`src/core/mcr_pkg.sv`:
```
// constants for the metering control register bank
// assumes a single 25 MHz clock and a plain register port
`default_nettype none
package mcr_pkg;
    localparam logic [7:0]  ADDR_CTRL_ZERO = 8'h02;
    localparam logic [7:0]  ADDR_CTRL_ONE  = 8'h03;
    localparam logic [7:0]  ADDR_CTRL_TWO  = 8'h04;
    localparam logic [7:0]  ADDR_STATUS    = 8'h05;
    localparam logic [31:0] RST_CTRL       = 32'h0000_0000;
    // writable masks; reserved bits read zero
    localparam logic [31:0] MASK_ZERO      = 32'h89FF_FFF7;
    localparam logic [31:0] MASK_ONE       = 32'h80FF_F7FF;
    localparam logic [31:0] MASK_TWO       = 32'hFFFF_FFFF;
    // ctrl zero fields
    localparam int B_DOUBLED  = 31;
    localparam int B_DC       = 27;
    localparam int B_APP      = 24;
    localparam int B_PAIR     = 20;
    localparam int B_QB       = 19;
    localparam int B_QA       = 18;
    localparam int B_BYP      = 13;
    localparam int B_SLOWRESP = 12;
    localparam int B_AVGRMS   = 10;
    localparam int B_AVGPWR   = 8;
    localparam int B_MODE     = 4;
    // ctrl one fields; B_IN4 is a ctrl two field
    localparam int B_COMPOFF  = 31;
    localparam int B_ECLK     = 23;
    localparam int B_SLOWACC  = 22;
    localparam int B_GAIN     = 21;
    localparam int B_ZCSRC    = 20;
    localparam int B_ZCEDGE   = 18;
    localparam int B_BAUD     = 17;
    localparam int B_UPLOAD   = 16;
    localparam int B_SLOWEN   = 15;
    localparam int B_P2       = 12;
    localparam int B_P1       = 8;
    localparam int B_ACC2     = 7;
    localparam int B_ACC1     = 6;
    localparam int B_WIDTH    = 4;
    localparam int B_SPEED    = 2;
    localparam int B_CREEP    = 1;
    localparam int B_FASTACC  = 0;
    localparam int B_IN4      = 30;
    // timing at 25 MHz
    localparam int CLK_HZ          = 25_000_000;
    localparam int SETTLE_NS       = 107_000;
    localparam int SETTLE_CYC      = SETTLE_NS / 40;
    localparam int CREEP_COUNT     = 3;
    localparam logic [3:0] PAIR_MAX = 4'h9;
    localparam logic [3:0] MODE_LOW_A = 4'h3;
    localparam logic [3:0] MODE_LOW_B = 4'h5;
    localparam logic [3:0] MODE_MAX   = 4'h9;
endpackage : mcr_pkg
`default_nettype wire

```
`src/core/mcr_regs.sv`:
```
// metering control register bank: three control words and a status word
// assumes one 25 MHz clock; register port with read data one cycle later
//
// Implementation choice: strobed register access.
`default_nettype none
module mcr_regs (
    input  wire logic        mclk,
    input  wire logic        rst_n,
    input  wire logic [7:0]  reg_addr,
    input  wire logic [31:0] reg_wdata,
    input  wire logic        reg_wr,
    input  wire logic        reg_rd,
    output var  logic [31:0] reg_rdata,
    input  wire logic        avg_power_valid,
    input  wire logic        avg_power_below,
    output var  logic        dc_metering_enable,
    output var  logic        filter_gain_comp_off,
    output var  logic        apparent_source_sel,
    output var  logic [3:0]  fundamental_pair_sel,
    output var  logic        reactive_a_wave_sel,
    output var  logic        reactive_b_wave_sel,
    output var  logic [4:0]  highpass_bypass,
    output var  logic        slow_response,
    output var  logic [1:0]  avg_rms_refresh_sel,
    output var  logic [1:0]  avg_power_refresh_sel,
    output var  logic [3:0]  sample_rate_select,
    output var  logic        doubled_refresh,
    output var  logic        voltage_channel_en,
    output var  logic        current_b_channel_en,
    output var  logic        current_a_channel_en,
    output var  logic        energy_clk_sel,
    output var  logic        energy_clk_settling,
    output var  logic        slow_energy_acc,
    output var  logic        voltage_digital_gain,
    output var  logic        zero_cross_current_src,
    output var  logic [1:0]  zero_cross_edge,
    output var  logic        upload_baud_ctl,
    output var  logic        energy_upload_en,
    output var  logic        slow_energy_en,
    output var  logic        pulse_output_one_invert,
    output var  logic        pulse_output_one_enable,
    output var  logic        pulse_output_one_source,
    output var  logic        pulse_output_two_invert,
    output var  logic        pulse_output_two_enable,
    output var  logic        pulse_output_two_source,
    output var  logic        accumulator_one_en,
    output var  logic        accumulator_two_en,
    output var  logic [1:0]  pulse_width_sel,
    output var  logic [1:0]  pulse_speedup_sel,
    output var  logic        creep_detect_en,
    output var  logic        fast_accumulator_en,
    output var  logic        creep_status,
    output var  logic        acc_six_to_eight_run,
    output var  logic [1:0]  accumulator_four_input_mode,
    output var  logic [31:0] metering_control_two_out
);
    logic [31:0] metering_control_zero;
    logic [31:0] metering_control_one;
    logic [31:0] metering_control_two;
    logic [11:0] settle_cnt;
    logic [1:0]  below_cnt;
    logic [3:0]  next_pair;
    logic [3:0]  next_mode;
    logic [31:0] wdata_one;

    // write decode for the three control words
    always_ff @(posedge mclk or negedge rst_n) begin
        if (!rst_n) begin
            metering_control_zero <= mcr_pkg::RST_CTRL;
            metering_control_one  <= mcr_pkg::RST_CTRL;
            metering_control_two  <= mcr_pkg::RST_CTRL;
        end else if (reg_wr) begin
            case (reg_addr)
                mcr_pkg::ADDR_CTRL_ZERO: begin
                    metering_control_zero <= reg_wdata & mcr_pkg::MASK_ZERO;
                end
                mcr_pkg::ADDR_CTRL_ONE: begin
                    metering_control_one <= reg_wdata & mcr_pkg::MASK_ONE;
                end
                mcr_pkg::ADDR_CTRL_TWO: begin
                    metering_control_two <= reg_wdata & mcr_pkg::MASK_TWO;
                end
                default: begin
                end
            endcase
        end
    end

    assign wdata_one = metering_control_one;

    // read data one cycle after the strobe; unmapped reads zero
    always_ff @(posedge mclk or negedge rst_n) begin
        if (!rst_n) begin
            reg_rdata <= 32'h0000_0000;
        end else if (reg_rd) begin
            case (reg_addr)
                mcr_pkg::ADDR_CTRL_ZERO: reg_rdata <= metering_control_zero;
                mcr_pkg::ADDR_CTRL_ONE:  reg_rdata <= metering_control_one;
                mcr_pkg::ADDR_CTRL_TWO:  reg_rdata <= metering_control_two;
                mcr_pkg::ADDR_STATUS: begin
                    reg_rdata <= {29'h0, energy_clk_settling,
                                  acc_six_to_eight_run, creep_status};
                end
                default: reg_rdata <= 32'h0000_0000;
            endcase
        end else begin
            reg_rdata <= 32'h0000_0000;
        end
    end

    // out-of-range codes fold back to code 0
    always_comb begin
        next_pair = metering_control_zero[mcr_pkg::B_PAIR +: 4];
        if (next_pair > mcr_pkg::PAIR_MAX) begin
            next_pair = 4'h0;
        end
        next_mode = metering_control_zero[mcr_pkg::B_MODE +: 4];
        if (next_mode > mcr_pkg::MODE_MAX) begin
            next_mode = 4'h0;
        end else if (next_mode >= mcr_pkg::MODE_LOW_A &&
                     next_mode <= mcr_pkg::MODE_LOW_B) begin
            next_mode = 4'h0; // reserved codes
        end
    end

    // datapath controls from control word zero; compensation off also from word one
    always_ff @(posedge mclk or negedge rst_n) begin
        if (!rst_n) begin
            dc_metering_enable    <= 1'b0;
            filter_gain_comp_off  <= 1'b0;
            apparent_source_sel   <= 1'b0;
            fundamental_pair_sel  <= 4'h0;
            reactive_a_wave_sel   <= 1'b0;
            reactive_b_wave_sel   <= 1'b0;
            highpass_bypass       <= 5'h00;
            slow_response         <= 1'b0;
            avg_rms_refresh_sel   <= 2'h0;
            avg_power_refresh_sel <= 2'h0;
            sample_rate_select    <= 4'h0;
            doubled_refresh       <= 1'b0;
            voltage_channel_en    <= 1'b0;
            current_b_channel_en  <= 1'b0;
            current_a_channel_en  <= 1'b0;
        end else begin
            dc_metering_enable   <= metering_control_zero[mcr_pkg::B_DC];
            filter_gain_comp_off <= wdata_one[mcr_pkg::B_COMPOFF] |
                metering_control_zero[mcr_pkg::B_DC];
            apparent_source_sel  <=
                metering_control_zero[mcr_pkg::B_APP];
            fundamental_pair_sel <= next_pair;
            reactive_a_wave_sel  <=
                metering_control_zero[mcr_pkg::B_QA];
            reactive_b_wave_sel  <=
                metering_control_zero[mcr_pkg::B_QB];
            highpass_bypass      <=
                metering_control_zero[mcr_pkg::B_BYP +: 5];
            slow_response        <=
                metering_control_zero[mcr_pkg::B_SLOWRESP];
            avg_rms_refresh_sel  <=
                metering_control_zero[mcr_pkg::B_AVGRMS +: 2];
            avg_power_refresh_sel <=
                metering_control_zero[mcr_pkg::B_AVGPWR +: 2];
            sample_rate_select   <= next_mode;
            doubled_refresh      <=
                metering_control_zero[mcr_pkg::B_DOUBLED];
            voltage_channel_en   <= metering_control_zero[2];
            current_b_channel_en <= metering_control_zero[1];
            current_a_channel_en <= metering_control_zero[0];
        end
    end

    // energy and pulse controls from control word one
    always_ff @(posedge mclk or negedge rst_n) begin
        if (!rst_n) begin
            energy_clk_sel          <= 1'b0;
            slow_energy_acc         <= 1'b0;
            voltage_digital_gain    <= 1'b0;
            zero_cross_current_src  <= 1'b0;
            zero_cross_edge         <= 2'h0;
            upload_baud_ctl         <= 1'b0;
            energy_upload_en        <= 1'b0;
            slow_energy_en          <= 1'b0;
            pulse_output_one_invert <= 1'b0;
            pulse_output_one_enable <= 1'b0;
            pulse_output_one_source <= 1'b0;
            pulse_output_two_invert <= 1'b0;
            pulse_output_two_enable <= 1'b0;
            pulse_output_two_source <= 1'b0;
            accumulator_one_en      <= 1'b0;
            accumulator_two_en      <= 1'b0;
            pulse_width_sel         <= 2'h0;
            pulse_speedup_sel       <= 2'h0;
            creep_detect_en         <= 1'b0;
            fast_accumulator_en     <= 1'b0;
            acc_six_to_eight_run    <= 1'b0;
        end else begin
            energy_clk_sel <= wdata_one[mcr_pkg::B_ECLK];
            slow_energy_acc <= wdata_one[mcr_pkg::B_SLOWACC];
            acc_six_to_eight_run <=
                !wdata_one[mcr_pkg::B_SLOWACC];
            voltage_digital_gain <= wdata_one[mcr_pkg::B_GAIN];
            zero_cross_current_src <= wdata_one[mcr_pkg::B_ZCSRC];
            zero_cross_edge <= wdata_one[mcr_pkg::B_ZCEDGE +: 2];
            upload_baud_ctl <= wdata_one[mcr_pkg::B_BAUD];
            energy_upload_en <= wdata_one[mcr_pkg::B_UPLOAD];
            slow_energy_en <= wdata_one[mcr_pkg::B_SLOWEN];
            pulse_output_one_invert <=
                wdata_one[mcr_pkg::B_P1 + 2];
            pulse_output_one_enable <=
                wdata_one[mcr_pkg::B_P1 + 1];
            pulse_output_one_source <=
                wdata_one[mcr_pkg::B_P1];
            pulse_output_two_invert <=
                wdata_one[mcr_pkg::B_P2 + 2];
            pulse_output_two_enable <=
                wdata_one[mcr_pkg::B_P2 + 1];
            pulse_output_two_source <=
                wdata_one[mcr_pkg::B_P2];
            accumulator_two_en <= wdata_one[mcr_pkg::B_ACC2];
            accumulator_one_en <= wdata_one[mcr_pkg::B_ACC1];
            pulse_width_sel <= wdata_one[mcr_pkg::B_WIDTH +: 2];
            pulse_speedup_sel <= wdata_one[mcr_pkg::B_SPEED +: 2];
            creep_detect_en <= wdata_one[mcr_pkg::B_CREEP];
            fast_accumulator_en <= wdata_one[mcr_pkg::B_FASTACC];
        end
    end

    // settle window after an energy clock switch
    always_ff @(posedge mclk or negedge rst_n) begin
        if (!rst_n) begin
            settle_cnt          <= 12'h000;
            energy_clk_settling <= 1'b0;
        end else if (wdata_one[mcr_pkg::B_ECLK] != energy_clk_sel) begin
            settle_cnt          <= 12'(mcr_pkg::SETTLE_CYC);
            energy_clk_settling <= 1'b1;
        end else if (settle_cnt != 12'h000) begin
            settle_cnt          <= settle_cnt - 12'h001;
            energy_clk_settling <= (settle_cnt != 12'h001);
        end
    end

    // creep: three consecutive low averages set the status
    always_ff @(posedge mclk or negedge rst_n) begin
        if (!rst_n) begin
            below_cnt    <= 2'h0;
            creep_status <= 1'b0;
        end else if (!wdata_one[mcr_pkg::B_CREEP]) begin
            below_cnt    <= 2'h0;
            creep_status <= 1'b0;
        end else if (avg_power_valid) begin
            if (!avg_power_below) begin
                below_cnt    <= 2'h0;
                creep_status <= 1'b0;
            end else if (below_cnt == 2'(mcr_pkg::CREEP_COUNT - 1)) begin
                creep_status <= 1'b1;
            end else begin
                below_cnt <= below_cnt + 2'h1;
            end
        end
    end

    // control word two: accumulator four mode and raw word
    always_ff @(posedge mclk or negedge rst_n) begin
        if (!rst_n) begin
            accumulator_four_input_mode <= 2'h0;
            metering_control_two_out    <= 32'h0000_0000;
        end else begin
            accumulator_four_input_mode <=
                metering_control_two[mcr_pkg::B_IN4 +: 2];
            metering_control_two_out    <= metering_control_two;
        end
    end
endmodule : mcr_regs
`default_nettype wire

```
`config.mk`:
```
export PLATFORM = sky130hd
export DESIGN_NAME = mcr_regs
export DESIGN_NICKNAME = d
export VERILOG_FILES = /design/src/core/mcr_pkg.sv /design/src/core/mcr_regs.sv
export SDC_FILE = /design/constraint.sdc
export NUM_CORES = 1
export LEC_CHECK = 0
export ABC_AREA = 1
export BUFFER_PORTS_ARGS = -buffer_cell sky130_fd_sc_hd__buf_2
export CORE_UTILIZATION = 43
export DETAILED_ROUTE_END_ITERATION = 16
export PLACE_DENSITY_LB_ADDON = 0.1
export SYNTH_ARGS = -nofsm -noshare
export SYNTH_HDL_FRONTEND = slang
export SYNTH_SLANG_ARGS = --single-unit
```
`constraint.sdc`:
```
create_clock -name mclk -period 1.5 [get_ports mclk]
set_input_delay 0.225 -clock mclk [delete_from_list [all_inputs] [get_ports mclk]]
set_output_delay 0.225 -clock mclk [all_outputs]
set_load 0.1 [all_outputs]
```
# ---- Word level (Yosys, flattened, before mapping)
# Cells that the tools add are included.
dict set report word_totals {
  register_bits 215
  inputBits 46
}
dict set report op_classes {
  n_addsub 2
  n_lt_le_gt_ge 4
  eq_ne 10
  mux 17
  bitwise_logic 1
  n_reduce_logical 9
}
# operator count
set ops {}
lappend ops {{$pmux 32 s4} 1}
lappend ops {{$mux 32} 1}
lappend ops {{$mux 12} 2}
lappend ops {{$eq 8x2->1 const B} 2}
lappend ops {{$eq 8x3->1 const B} 2}
lappend ops {{$mux 4} 3}
lappend ops {{$ne 12x1->1 const B} 1}
lappend ops {{$reduce_bool 12->1} 1}
lappend ops {{$sub 12x1->12 const B} 1}
lappend ops {{$reduce_and 2->1} 5}
lappend ops {{$gt 4x4->1 const B} 2}
lappend ops {{$mux 2} 4}
lappend ops {{$mux 1} 6}
lappend ops {{$ge 4x2->1 const B} 1}
lappend ops {{$le 4x3->1 const B} 1}
lappend ops {{$ne 3x2->1 const B} 1}
lappend ops {{$ne 3x3->1 const B} 1}
lappend ops {{$add 2x1->2 const B} 1}
lappend ops {{$eq 2x2->1 const B} 1}
lappend ops {{$ne 2x2->1 const B} 1}
lappend ops {{$reduce_bool 2->1} 1}
lappend ops {{$logic_and 1x1->1} 1}
lappend ops {{$logic_not 1->1} 1}
lappend ops {{$ne 1x1->1} 1}
lappend ops {{$or 1x1->1} 1}

# ---- Longest topological paths before layout
dict set report depth {
  depth_word 5
  depth_mapped 9
}

# ---- Worst setup path after synthesis
# Ideal clock, no wire load.
dict set report synth_timing {
  kind {reg2reg}
  start {register energy_clk_sel}
  end {register settle_cnt[10]}
  t_arrival_ns 1.601
  t_required_ns 1.378
  path_slack_ns -0.223
  stages_incl_launch_ff 5
  path_buffers 0
  synth_period_minus_slack_ns 1.723
  cell_sequence {dfrtp_1 -> xnor2_2 -> inv_1 -> nor2_2 -> nor2_1}
}
dict set report synth_via {
  elab_chain_len 2
}
# element line_no
set synth_lines {}
lappend synth_lines {{from (decl)} mcr_regs.sv:31} ;# output var logic energy_clk_sel,
lappend synth_lines {{from (signal assigned)} mcr_regs.sv:197} ;# energy_clk_sel <= wdata_one[mcr_pkg::B_ECLK];
lappend synth_lines {{$ne 1x1->1 (*)} mcr_regs.sv:233} ;# end else if (wdata_one[mcr_pkg::B_ECLK] != energy_clk_sel) begin
lappend synth_lines {{$mux 12 or $reduce_bool 2->1 (tied branches)} -}
lappend synth_lines {{to (signal assigned)} mcr_regs.sv:234} ;# settle_cnt <= 12'(mcr_pkg::SETTLE_CYC);
lappend synth_lines {{to (signal assigned)} mcr_regs.sv:237} ;# settle_cnt <= settle_cnt - 12'h001;
lappend synth_lines {{to (decl)} mcr_regs.sv:60} ;# logic [11:0] settle_cnt;
# Every way passes the cells marked *; elsewhere a longest branch is shown, timed or not.
# A chain may end at the register's enable or synchronous reset.

# ---- Final worst setup path
dict set report layout_timing {
  start {register accumulator_four_input_mode[1]}
  end {output accumulator_four_input_mode[1]}
}
# element line_no
set layout_lines {}
lappend layout_lines {{from (decl)} mcr_regs.sv:54} ;# output var logic [1:0] accumulator_four_input_mode,
lappend layout_lines {{from (signal assigned)} mcr_regs.sv:268} ;# accumulator_four_input_mode <=
# No word-level cell between the ends.

==> flow_metrics.tcl <==
set metrics [dict create \
    status "finished, violations left" \
    violations "negative setup slack" \
    ys_seq_area_frac 0.678 \
    report.final.setup_viol 2 \
    clkPwrFrac 0.390 \
    worst_pin_slew_ps 520 \
    max-slew-margin-rel 0.655 \
    maxSlewViolCount 0 \
    core_um2 18000 \
    fin_ws_ps -25.4 \
    grt_usage 0.198 \
    yosys.area.top_type "dfrtp_1" \
    drt_iter0_markers 259 \
    criticalPathCategory "reg2out" \
    hold_class "in2reg" \
    tritoncts "built" \
    ir_drop_uv 885 \
    die_area_um2 18800 \
    antenna_left 0 \
    avgRoutedWirePerCell_um 14.6 \
    totalWireLength_um 17800 \
    power_density_nw_per_um2 1360 \
    hold_viol 0 \
    clock_latency_ps 490 \
    syn_inst 776 \
    synth_edf_count 0 \
    htree_levels 1 \
    cts_setup_buffers 0 \
    area_growth_pct 29.5 \
    end_kind "output pin" \
    grt_pass1_vias 5544 \
    r2r_cells 8 \
    fin_worst_skew_ps 5.61 \
    cp_num_cells 1 \
    yosysWarnings 0 \
    cp_slowest_stage_delay_ps 430 \
    swShare 0.282 \
    min_path_cells 3 \
    io_buffers 164 \
    synth_cell_types 27 \
    drv_cap 0 \
    grt_pass1_wl_um 28700 \
    final_nets 1029 \
    drc 0 \
    syn_avg_cell_area_um2 10.1 \
    p_leak_nw 5.49 \
    max_freq_mhz 656 \
    critical-path-top-delay-family "buffers and inverters" \
    clockBufferDepth 3 \
    gr-total-overflow 0 \
    cts_inserted_buffers 23 \
    p_sw_mw 3.92 \
    gp_congestion 0.787 \
    synth_top_flop_cell "dfrtp_1" \
    crit_chain "buf_2" \
    finalCriticalPeriod_ps 1530 \
    num_vias 5668 \
    drive_gt1_frac 0.272 \
    synth_top_area_frac 0.678 \
    p_int_mw 9.96 \
    crit_arrival_ps 1300 \
    ios 165 \
    fill_cells 1625 \
    rsz0062_at_grt "yes" \
    pre_cts_slack_ps 2.86 \
    min_period_over_period 1.02 \
    cts_root_buf "clkbuf_16" \
    ys_seq_elements 213 \
    required_ps 1270 \
    clk_pin_slew_ps 60 \
    initial_core_util 0.438 \
    critPathBufInv 1 \
    ys_async_sr_fraction 1.00 \
    die_h_um 137 \
    antenna_found_initial 1 \
    dpl-instance-area_um2 9160 \
    grt_max_degree 71 \
    combPwrFrac 0.152 \
    cp_max_fo 2 \
    slowest_stage "buf_2" \
    fp.dieW_um 137 \
    power_frac_seq 0.457 \
    dp_hpwl_um 12500 \
    synth_nets 826 \
    viasPerCell 4.63 \
    yosys-top-cells-area "dfrtp_1, nand2_1, inv_1" \
    startpoint_type "register" \
    clock_sinks 213 \
    syn_area_um2 7860 \
    rows 49 \
    dr.pass1.iters 4 \
    final_cell_area_um2 10200 \
]
## cells in the mapped netlist, types with 5 or more instances
library cell / instances
a21oi_1: 14
nand2_1: 211
buf_2: 16
nand2_2: 5
nor2_2: 11
nand3_1: 31
o21ai_2: 10
dfrtp_1: 213
inv_1: 90
buf_4: 5
o21ai_1: 65
nor2_1: 67
o21ai_0: 6
## path summary, 6_finish.rpt
path	endpoint	slack, ps	startpoint
setup / recovery	accumulator_four_input_mode[1]	-30	accumulator_four_input_mode[1]
hold / removal	metering_control_two[21]	10	reg_wdata[21]
setup reg to reg	settle_cnt[2]	110	settle_cnt[0]
hold reg to reg	metering_control_two_out[26]	370	metering_control_two[26]
max in group asynchronous	metering_control_zero[20]	670	rst_n
min in group asynchronous	sample_rate_select[3]	170	rst_n
## cell families (layout without fill, tap and decap cells)
group	count (synthesis)	count (layout)	share of synthesized area
other	0	1	0
AND/OR/NAND/NOR	338	338	0.177
AO/OA/AOI/OAI	99	99	0.0691
buffers and inverters	119	338	0.0656
XOR/XNOR	3	3	0.00430
adder cells (fa/ha/maj)	4	4	0.00637
flip-flops	213	213	0.678
## through the flow
step           power (mW)  cells  utilization  setup TNS, ps  hold WS (ps)
2_1_floorplan        7.87    776            -              0         -70.6
3_3_place_gp         8.50   1172        0.510              0          94.8
3_5_place_dp         8.52   1172        0.510              0          96.5
4_1_cts              14.0   1224        0.561          -81.2         0.310
5_1_grt              14.5   1225        0.567           -109          23.6
6_report             13.9   1225        0.567          -49.6          11.7
## power by group through the flow
stage                     clock, mW  sequential [mW]  combinational, mW
after floorplan                   0             7.16              0.705
after global placement            0             6.44               2.06
after detailed placement          0             6.44               2.08
after CTS                      5.58             6.35               2.12
after global routing           5.82             6.39               2.32
final                          5.42             6.35               2.11
## area by class of cell
class,count,area (um2),share of cell area
antenna,1,2.50,0.000246
clock buffer,32,669,0.0658
clock inverter,9,75.1,0.00738
inverter,92,345,0.0339
multi-input combinational,444,2020,0.199
sequential,213,5330,0.524
tap,229,287,0.0282
timing repair buffer,205,1440,0.142
## per-layer routing
| metal | vias to the layer above | global-route usage | wire [um] |
|---|---|---|---|
| met4 | 0 | 0.0549 | 327 |
| li1 | 2822 | - | - |
| met2 | 133 | 0.307 | 8170 |
| met3 | 28 | 0.0464 | 1050 |
| met5 | - | 0 | 0 |
| met1 | 2685 | 0.279 | 8270 |
## registers in the layout, summed over array words and instances, names as in the netlist, 4 cells and up
register,count
metering_control_one,24
settle_cnt,12
reg_rdata,32
highpass_bypass,5
metering_control_zero,26
sample_rate_select,4
fundamental_pair_sel,4
metering_control_two_out,31
metering_control_two,32
## cells in the final DEF (no fill, tap or decap), types with 10 or more instances in the layout
cell,Yosys,final
inv_1,90,89
buf_4,5,45
buf_2,16,103
o21ai_2,10,10
dfrtp_1,213,210
nand3_1,31,31
nor2_1,67,67
dlygate4sd3_1,0,11
clkbuf_16,0,23
nand2_1,211,210
clkbuf_4,0,35
nor2_2,11,10
buf_12,0,10
o21ai_1,65,65
a21oi_1,14,14
## what timing repair did
| action | CTS | global route |
|---|---|---|
| setup endpoints to repair | 27 | 44 |
| pin swaps | 0 | 1 |
| hold buffers | 11 | 0 |
| resized for setup | 25 | 38 |
| hold endpoints to repair | 227 | 0 |
Note: power is estimated with default switching activity, not from simulation.
